==> src/sccf_pkg.sv <==
`default_nettype none
package sccf_pkg;

  localparam int unsigned CLK_HZ = 100_000_000;

  // Lock retry on-window in ms and off/on ratio
  localparam int unsigned LOCK_ON_MS = 420;
  localparam int unsigned LOCK_OFF_RATIO = 10;
  // PWM-low standby timeout in ms
  localparam int unsigned STBY_TIMEOUT_MS = 65;
  // Hall settling after wake in us
  localparam int unsigned HALL_SETTLE_US = 100;
  // Soft commutation transition in us
  localparam int unsigned SOFT_SW_US = 200;

  localparam int unsigned LOCK_ON_CYC = LOCK_ON_MS * (CLK_HZ / 1000);
  localparam int unsigned LOCK_OFF_CYC = LOCK_ON_CYC * LOCK_OFF_RATIO;
  localparam int unsigned STBY_CYC = STBY_TIMEOUT_MS * (CLK_HZ / 1000);
  localparam int unsigned HALL_SETTLE_CYC = HALL_SETTLE_US * (CLK_HZ / 1_000_000);
  localparam int unsigned SOFT_SW_CYC = SOFT_SW_US * (CLK_HZ / 1_000_000);

  // Resolution of the soft-switch duty crossfade
  localparam int unsigned SOFT_LEVEL_W = 8;
  localparam int unsigned TIMER_W = 32;

  typedef enum logic [1:0] {
    ST_STANDBY  = 2'b00,
    ST_SETTLE   = 2'b01,
    ST_RUN      = 2'b10,
    ST_LOCK_OFF = 2'b11
  } sccf_state_e;

  typedef struct packed {
    logic a;
    logic b;
  } sccf_bridge_s;

  // South at the sensor energises side a
  function automatic sccf_bridge_s sccf_polar_drive(input logic south);
    sccf_bridge_s d;
    d.a = south;
    d.b = ~south;
    return d;
  endfunction

endpackage
`default_nettype wire

==> src/sccf_timer.sv <==
`timescale 1ns/1ps
`default_nettype none
module sccf_timer #(
  parameter int unsigned CNT_W = 32,
  parameter int unsigned LIMIT = 16
) (
  input wire logic clk,
  input wire logic arst_n,
  input wire logic clk_en,
  input wire logic run,
  output logic done
);

  localparam logic [CNT_W-1:0] LIMIT_C = CNT_W'(LIMIT);

  logic [CNT_W-1:0] cnt_reg;

  // Counts while run is high, clears the moment it drops; saturates at the limit
  always_ff @(posedge clk or negedge arst_n)
  begin
    if (!arst_n)
    begin
      cnt_reg <= '0;
    end
    else if (clk_en)
    begin
      if (!run)
      begin
        cnt_reg <= '0;
      end
      else if (cnt_reg != LIMIT_C)
      begin
        cnt_reg <= cnt_reg + 1'b1;
      end
    end
  end

  assign done = run && (cnt_reg == LIMIT_C);

endmodule // sccf_timer
`default_nettype wire

==> src/sccf_soft.sv <==
`timescale 1ns/1ps
`default_nettype none
module sccf_soft #(
  parameter int unsigned SOFT_CYC = sccf_pkg::SOFT_SW_CYC,
  parameter int unsigned LEVEL_W = sccf_pkg::SOFT_LEVEL_W
) (
  input wire logic clk,
  input wire logic arst_n,
  input wire logic clk_en,
  input wire logic south,
  input wire logic snap,
  output sccf_pkg::sccf_bridge_s drive,
  output logic busy
);

  localparam int unsigned RAMP_W = $clog2(SOFT_CYC + 1);
  localparam logic [RAMP_W-1:0] RAMP_LAST = RAMP_W'(SOFT_CYC - 1);

  logic tgt_reg;
  logic old_reg;
  logic busy_reg;
  logic [RAMP_W-1:0] ramp_reg;
  logic [LEVEL_W-1:0] saw_reg;
  logic [LEVEL_W-1:0] level;

  // Polarity change starts a crossfade from old to new side
  always_ff @(posedge clk or negedge arst_n)
  begin
    if (!arst_n)
    begin
      tgt_reg <= 1'b0;
      old_reg <= 1'b0;
      busy_reg <= 1'b0;
      ramp_reg <= '0;
    end
    else if (clk_en)
    begin
      if (snap)
      begin
        tgt_reg <= south;
        old_reg <= south;
        busy_reg <= 1'b0;
        ramp_reg <= '0;
      end
      else if (south != tgt_reg)
      begin
        old_reg <= tgt_reg;
        tgt_reg <= south;
        busy_reg <= 1'b1;
        ramp_reg <= '0;
      end
      else if (busy_reg)
      begin
        if (ramp_reg == RAMP_LAST)
        begin
          busy_reg <= 1'b0;
        end
        else
        begin
          ramp_reg <= ramp_reg + 1'b1;
        end
      end
    end
  end

  // Free-running sawtooth compared against the ramp level
  always_ff @(posedge clk or negedge arst_n)
  begin
    if (!arst_n)
    begin
      saw_reg <= '0;
    end
    else if (clk_en)
    begin
      saw_reg <= saw_reg + 1'b1;
    end
  end

  assign level = LEVEL_W'((32'(ramp_reg) << LEVEL_W) / SOFT_CYC);
  assign busy = busy_reg;

  // New side duty rises linearly over the transition
  always_comb
  begin
    if (busy_reg && (saw_reg >= level))
    begin
      drive = sccf_pkg::sccf_polar_drive(old_reg);
    end
    else
    begin
      drive = sccf_pkg::sccf_polar_drive(tgt_reg);
    end
  end

endmodule // sccf_soft
`default_nettype wire

==> src/sccf_fan_ctrl.sv <==
// Contract
// - Tach output inverts at each commutation edge of side a in rotation.
// - Locked south: b held low, a pulsed with lock on/off pattern.
// - Locked north: a held low, b pulsed with lock on/off pattern.
// - Each lock retry energises coil for the 420 ms on-window.
// - Drive-off interval after lock lasts ten times the on-window.
// - PWM low beyond 65 ms timeout drives both bridge outputs low.
// - That timeout clears pending lock off timer and enters standby.
// - First PWM high after standby starts straight in on-time phase.
// - After waking, wait 100 us for Hall settling before commutating.
// - Standby releases the open-drain tach switch so it floats high.
// - Overvoltage switches off all bridge drive and enters standby.
// - Active bridge side gated by PWM so drive duty tracks input.
// - Commutation ramps coil current gradually between polarities.
// - Soft commutation transition lasts typically 200 us.
`timescale 1ns/1ps
`default_nettype none
module sccf_fan_ctrl #(
  parameter int unsigned LOCK_ON_CYC = sccf_pkg::LOCK_ON_CYC,
  parameter int unsigned LOCK_OFF_CYC = sccf_pkg::LOCK_OFF_CYC,
  parameter int unsigned STBY_CYC = sccf_pkg::STBY_CYC,
  parameter int unsigned HALL_SETTLE_CYC = sccf_pkg::HALL_SETTLE_CYC,
  parameter int unsigned SOFT_SW_CYC = sccf_pkg::SOFT_SW_CYC
) (
  input wire logic clk,
  input wire logic arst_n,
  input wire logic clk_en,
  input wire logic pwm_in,
  input wire logic hall_south,
  input wire logic ov_detect,
  output logic bridge_out_a,
  output logic bridge_out_b,
  input wire logic tach_output_level,
  output logic tach_output_data,
  output logic tach_output_oe,
  output logic standby
);

  sccf_pkg::sccf_state_e state_reg;
  sccf_pkg::sccf_state_e state_next;
  sccf_pkg::sccf_bridge_s soft_drive;
  logic hall_prev_reg;
  logic hall_edge;
  logic low_done;
  logic settle_done;
  logic lock_done;
  logic off_done;
  logic low_run;
  logic settle_run;
  logic lock_run;
  logic off_run;
  logic soft_snap;
  logic bridge_a_reg;
  logic bridge_b_reg;
  logic tach_oe_reg;
  logic tach_o_reg;
  logic standby_reg;
  logic tach_unused;

  // Pad level is not needed; the switch only ever pulls low
  assign tach_unused = tach_output_level;

  // Hall latch is taken as synchronous; edge marks a commutation
  // Reset level may differ from the pin; harmless, edges only count in run
  always_ff @(posedge clk or negedge arst_n)
  begin
    if (!arst_n)
    begin
      hall_prev_reg <= 1'b0;
    end
    else if (clk_en)
    begin
      hall_prev_reg <= hall_south;
    end
  end

  assign hall_edge = (hall_south != hall_prev_reg);

  // Standby not counted from within standby itself
  assign low_run = !pwm_in && (state_reg != sccf_pkg::ST_STANDBY);
  // Settle restarts on every wake, even after a short standby
  assign settle_run = (state_reg == sccf_pkg::ST_SETTLE);
  // Any commutation restarts the lock window, so only a stalled rotor expires it
  assign lock_run = (state_reg == sccf_pkg::ST_RUN) && !hall_edge;
  // Off timer clears whenever the state leaves lock-off
  assign off_run = (state_reg == sccf_pkg::ST_LOCK_OFF);

  sccf_timer #(
    .CNT_W(sccf_pkg::TIMER_W),
    .LIMIT(STBY_CYC)
  ) u_low_timer (
    .clk(clk),
    .arst_n(arst_n),
    .clk_en(clk_en),
    .run(low_run),
    .done(low_done)
  );

  sccf_timer #(
    .CNT_W(sccf_pkg::TIMER_W),
    .LIMIT(HALL_SETTLE_CYC)
  ) u_settle_timer (
    .clk(clk),
    .arst_n(arst_n),
    .clk_en(clk_en),
    .run(settle_run),
    .done(settle_done)
  );

  sccf_timer #(
    .CNT_W(sccf_pkg::TIMER_W),
    .LIMIT(LOCK_ON_CYC)
  ) u_lock_timer (
    .clk(clk),
    .arst_n(arst_n),
    .clk_en(clk_en),
    .run(lock_run),
    .done(lock_done)
  );

  sccf_timer #(
    .CNT_W(sccf_pkg::TIMER_W),
    .LIMIT(LOCK_OFF_CYC)
  ) u_off_timer (
    .clk(clk),
    .arst_n(arst_n),
    .clk_en(clk_en),
    .run(off_run),
    .done(off_done)
  );

  // Ramp is only meaningful once commutation is live
  assign soft_snap = (state_reg == sccf_pkg::ST_STANDBY) || (state_reg == sccf_pkg::ST_SETTLE);

  sccf_soft #(
    .SOFT_CYC(SOFT_SW_CYC),
    .LEVEL_W(sccf_pkg::SOFT_LEVEL_W)
  ) u_soft (
    .clk(clk),
    .arst_n(arst_n),
    .clk_en(clk_en),
    .south(hall_south),
    .snap(soft_snap),
    .drive(soft_drive),
    .busy()
  );

  // Overvoltage outranks every state, including wake from standby
  always_comb
  begin
    state_next = state_reg;
    if (ov_detect)
    begin
      state_next = sccf_pkg::ST_STANDBY;
    end
    else
    begin
      unique case (state_reg)
        sccf_pkg::ST_STANDBY:
        begin
          // Wake goes through settling, never through an off interval
          if (pwm_in)
          begin
            state_next = sccf_pkg::ST_SETTLE;
          end
        end
        sccf_pkg::ST_SETTLE:
        begin
          if (low_done)
          begin
            state_next = sccf_pkg::ST_STANDBY;
          end
          else if (settle_done)
          begin
            state_next = sccf_pkg::ST_RUN;
          end
        end
        sccf_pkg::ST_RUN:
        begin
          if (low_done)
          begin
            state_next = sccf_pkg::ST_STANDBY;
          end
          else if (lock_done)
          begin
            state_next = sccf_pkg::ST_LOCK_OFF;
          end
        end
        sccf_pkg::ST_LOCK_OFF:
        begin
          if (low_done)
          begin
            state_next = sccf_pkg::ST_STANDBY;
          end
          else if (off_done)
          begin
            state_next = sccf_pkg::ST_RUN;
          end
        end
      endcase
    end
  end

  always_ff @(posedge clk or negedge arst_n)
  begin
    if (!arst_n)
    begin
      state_reg <= sccf_pkg::ST_STANDBY;
    end
    else if (clk_en)
    begin
      state_reg <= state_next;
    end
  end

  // Locked rotor keeps one Hall polarity, so the same path pulses one side
  // Registered on state_next so drive stops on the edge that leaves run
  always_ff @(posedge clk or negedge arst_n)
  begin
    if (!arst_n)
    begin
      bridge_a_reg <= 1'b0;
      bridge_b_reg <= 1'b0;
    end
    else if (clk_en)
    begin
      if ((state_next == sccf_pkg::ST_RUN) && pwm_in)
      begin
        bridge_a_reg <= soft_drive.a;
        bridge_b_reg <= soft_drive.b;
      end
      else
      begin
        bridge_a_reg <= 1'b0;
        bridge_b_reg <= 1'b0;
      end
    end
  end

  // Tach follows commutation, not the PWM chopping of side a
  // Limitation: tach holds through lock-off, so coasting there goes unreported
  always_ff @(posedge clk or negedge arst_n)
  begin
    if (!arst_n)
    begin
      tach_oe_reg <= 1'b0;
    end
    else if (clk_en)
    begin
      if (state_next == sccf_pkg::ST_STANDBY)
      begin
        tach_oe_reg <= 1'b0;
      end
      else if (state_reg == sccf_pkg::ST_SETTLE)
      begin
        tach_oe_reg <= hall_south;
      end
      else if ((state_reg == sccf_pkg::ST_RUN) && hall_edge)
      begin
        tach_oe_reg <= ~tach_oe_reg;
      end
    end
  end

  // Open-drain switch only ever pulls low
  always_ff @(posedge clk or negedge arst_n)
  begin
    if (!arst_n)
    begin
      tach_o_reg <= 1'b0;
    end
    else if (clk_en)
    begin
      tach_o_reg <= 1'b0;
    end
  end

  always_ff @(posedge clk or negedge arst_n)
  begin
    if (!arst_n)
    begin
      // Taken from state_next so the flag and bridge shut-off share one edge
      standby_reg <= 1'b1;
    end
    else if (clk_en)
    begin
      standby_reg <= (state_next == sccf_pkg::ST_STANDBY);
    end
  end

  assign bridge_out_a = bridge_a_reg;
  assign bridge_out_b = bridge_b_reg;
  assign tach_output_data = tach_o_reg;
  assign tach_output_oe = tach_oe_reg;
  assign standby = standby_reg;

endmodule // sccf_fan_ctrl
`default_nettype wire

==> config.mk <==
export PLATFORM = sky130hd
export DESIGN_NAME = sccf_fan_ctrl
export DESIGN_NICKNAME = d
export VERILOG_FILES = /design/src/sccf_pkg.sv /design/src/sccf_timer.sv /design/src/sccf_soft.sv /design/src/sccf_fan_ctrl.sv
export SDC_FILE = /design/constraint.sdc
export NUM_CORES = 1
export LEC_CHECK = 0
export BUFFER_PORTS_ARGS = -buffer_cell sky130_fd_sc_hd__buf_2
export CORE_AREA = 3 3 175 177
export CTS_CLUSTER_DIAMETER = 80
export CTS_CLUSTER_SIZE = 25
export DETAILED_ROUTE_END_ITERATION = 7
export DIE_AREA = 0 0 178 180
export SYNTH_ARGS = -nofsm -noshare
export SYNTH_HDL_FRONTEND = slang
export SYNTH_SLANG_ARGS = --single-unit
==> constraint.sdc <==
create_clock -name clk -period 23 [get_ports clk]
set_input_delay 3.45 -clock clk [delete_from_list [all_inputs] [get_ports clk]]
set_output_delay 3.45 -clock clk [all_outputs]
set_load 0.02 [all_outputs]
==> flow_metrics.py <==
metrics = {
    "run_status": {
        "outcome": "finished clean",
    },
    "cts": {
        "cts_setup_buffers": 0,
        "cts.sink_count": 161,
        "ctsHoldBuffers": 0,
        "cts_tree": "built",
        "path_clk_slew_ns": 0.07,
        "worstSkewPairLatency_ns": 0.44,
        "cts_resized": 0,
        "numCtsBuffers": 17,
        "cts-root-buf": "clkbuf_16",
        "h-tree-depth": 4,
        "clockBufferDepth": 2,
    },
    "die": {
        "core_um2": 29400,
        "initial_utilization": 0.3953,
        "die_w_um": 178,
        "io_pins": 12,
        "fp.dieH_um": 180,
        "core.rowCount": 63,
        "die-area_um2": 32040,
    },
    "job": {
        "drv_cap": 0,
    },
    "timing": {
        "fin_worst_skew_ns": 0.01133,
        "slew_viol_final": 0,
        "fin_tns_setup_ns": 0,
        "slew_headroom": 0.2984,
        "setup_viol": 0,
        "finalHoldViolations": 0,
        "max_freq_mhz": 83.06,
        "min_period_ns": 12.04,
        "worst_pin_slew_ns": 1.052,
        "grt_setup_unrepaired": "no",
        "timing.final.crit_share": 0.5235,
    },
    "critical_path": {
        "path_max_fanout": 16,
        "slowest_stage": "xnor2_1",
        "endpoint_kind": "flop",
        "setup.worst_path.start": "u_soft.ramp_reg[12]",
        "start_kind": "flop",
        "critPathMaxStageDelay_ns": 0.65,
        "worstPathRequired_ns": 23.35,
        "path_class": "reg2reg",
        "cp.arrival_ns": 12.39,
        "worstReg2RegStart": "u_soft.ramp_reg[12]",
        "cpMostUsedCell": "ha_1",
    },
    "final_layout": {
        "regArea_um2": 4030,
        "antenna_cells": 0,
        "nets": 1394,
        "drive_above_1_share": 0.08285,
        "final_area_um2": 12610,
        "synthToLayoutAreaGrowth_pct": 8.537,
        "multiInputGateArea_um2": 7224,
        "nFillCells": 2892,
    },
    "global_routing": {
        "grt_max_degree": 90,
        "grt_pass1_wl_mm": 45.30,
        "track_usage": 0.1656,
        "grt_pass1_vias": 9401,
        "grt_overflow_total": 0,
        "antenna_found_initial": 2,
    },
    "synth": {
        "syn_inst": 1374,
        "synth_ff_type": "dfrtp_1",
        "synth.area.top_cells": "dfrtp_1 34%, xor2_1 6.9%, nor2_1 6.8%",
        "synth-seq-cells": 161,
        "mappedNetlistArea_um2": 11620,
        "yosysTopAreaCell": "dfrtp_1",
        "ys_top_cells_by_count": "209 x nor2_1, 160 x dfrtp_1, 110 x nand2_1",
        "netlist.area_leader.share": 0.3445,
        "async_flop_share": 1.000,
        "ys_types": 111,
        "yosysMostFrequentCell": "nor2_1",
        "synth_nets": 1405,
        "yosys_warnings": 0,
        "ys_seq_area_frac": 0.3468,
        "synth_edf_count": 0,
        "syn_area_per_cell_um2": 8.458,
    },
    "routing": {
        "drt-total-wl_mm": 26.06,
        "avgRoutedWirePerCell_um": 14.76,
        "vias": 9745,
        "dr.pass1.iters": 5,
        "ant_nets": 0,
        "drc": 0,
        "drt-vias-per-instance": 5.518,
        "drt_iter0_markers": 579,
    },
    "pwr": {
        "p_per_area_nw_per_um2": 51.08,
        "leakagePower_nw": 4.991,
        "p_int_w": 0.0004784,
        "p_clk_frac": 0.455,
        "p_sw_frac": 0.2574,
        "ir_worst_vdd_v": 0.00005120,
        "pwr-share-comb": 0.075,
        "p_sw_w": 0.0001659,
        "pwr-share-seq": 0.470,
    },
    "placement": {
        "place_area_um2": 12000,
        "routabilityCongestion": 0.8191,
        "io_buffers": 9,
        "dpl.hpwl_mm": 18.72,
    },
    "hold_path": {
        "min-delay-start": "standby",
        "hold_class": "reg2reg",
    },
}
## path summary, 6_finish.rpt
| check | cells after the start | to | slack [ns] |
|---|---|---|---|
| min in group asynchronous | 1 | u_lock_timer.cnt_reg[17] | 3.05 |
| max in group asynchronous | 2 | u_settle_timer.cnt_reg[20] | 18.48 |
| min reg2reg | 2 | standby | 0.48 |
| min | 2 | standby | 0.48 |
| max reg2reg | 48 | bridge_out_b | 10.96 |
| max | 48 | bridge_out_b | 10.96 |
## power groups by stage
stage	Clock [W]	Combinational (W)	Sequential (W)
2_1_floorplan	0	0.0000339	0.000306
3_3_place_gp	0	0.0000490	0.000308
3_5_place_dp	0	0.0000493	0.000308
4_1_cts	0.000300	0.0000500	0.000303
5_1_grt	0.000311	0.0000587	0.000304
6_report	0.000293	0.0000486	0.000303
## area by class of cell
type | count | area share
clock buffer | 18 | 0.03482
clock inverter | 14 | 0.01369
inverter | 46 | 0.01409
multi-input combinational | 1124 | 0.5728
sequential | 161 | 0.3195
tap | 390 | 0.03869
timing repair buffer | 13 | 0.006448
## critical path: cells and delay by family (launching register included)
kind	cells	cell delay (ns)
muxes	1	0.30
AOI/OAI and AO/OA	23	5.70
buffers and inverters	4	0.48
adders and majority gates	4	1.22
xor gates and xnor gates	3	1.14
and+or+nand+nor	13	2.50
DFF	1	0.58
## metal layers
metal / up-vias / share of wire / GRT usage
met5: - / 0.0012 / 0
met4: 4 / 0.0085 / 0.03424
met3: 19 / 0.030 / 0.02767
met2: 115 / 0.45 / 0.2582
met1: 4671 / 0.51 / 0.2419
li1: 4936 / - / -
## logic make-up after synthesis
group           count (synthesis)  share of synthesized area
other cells                     1                  0.0003227
buf+inv                        89                    0.03208
flops                         161                     0.3468
simple gates                  645                     0.2793
mux                            21                    0.01906
fa+ha+maj                      25                    0.02670
xor+xnor                      154                     0.1180
compound gates                278                     0.1778
## layout by cell type (no fill, tap or decap), types with 29 or more instances in the layout
master     n
nand2_1  110
a21oi_1   44
and3_1    32
inv_1     43
nand3_1   92
o21ai_0   65
nand4_1   29
nor3_1    32
or3_1     29
xor2_1    92
dfrtp_1  160
xnor2_1   59
nor2_1   209
## stage by stage
step           worst slack [ns]    util  cells  power [W]  hold slack [ns]
3_5_place_dp              10.97  0.4082   1734  0.0003573           0.4704
6_report                  10.96  0.4290   1766  0.0006443           0.4753
5_1_grt                   9.578  0.4290   1766  0.0006743           0.5141
4_1_cts                   10.92  0.4290   1766  0.0006523           0.4764
3_3_place_gp              11.07  0.4082   1734  0.0003569           0.4619
2_1_floorplan             13.16       -   1374  0.0003396           0.4480
No activity file was read; power rests on OpenSTA's default activity.
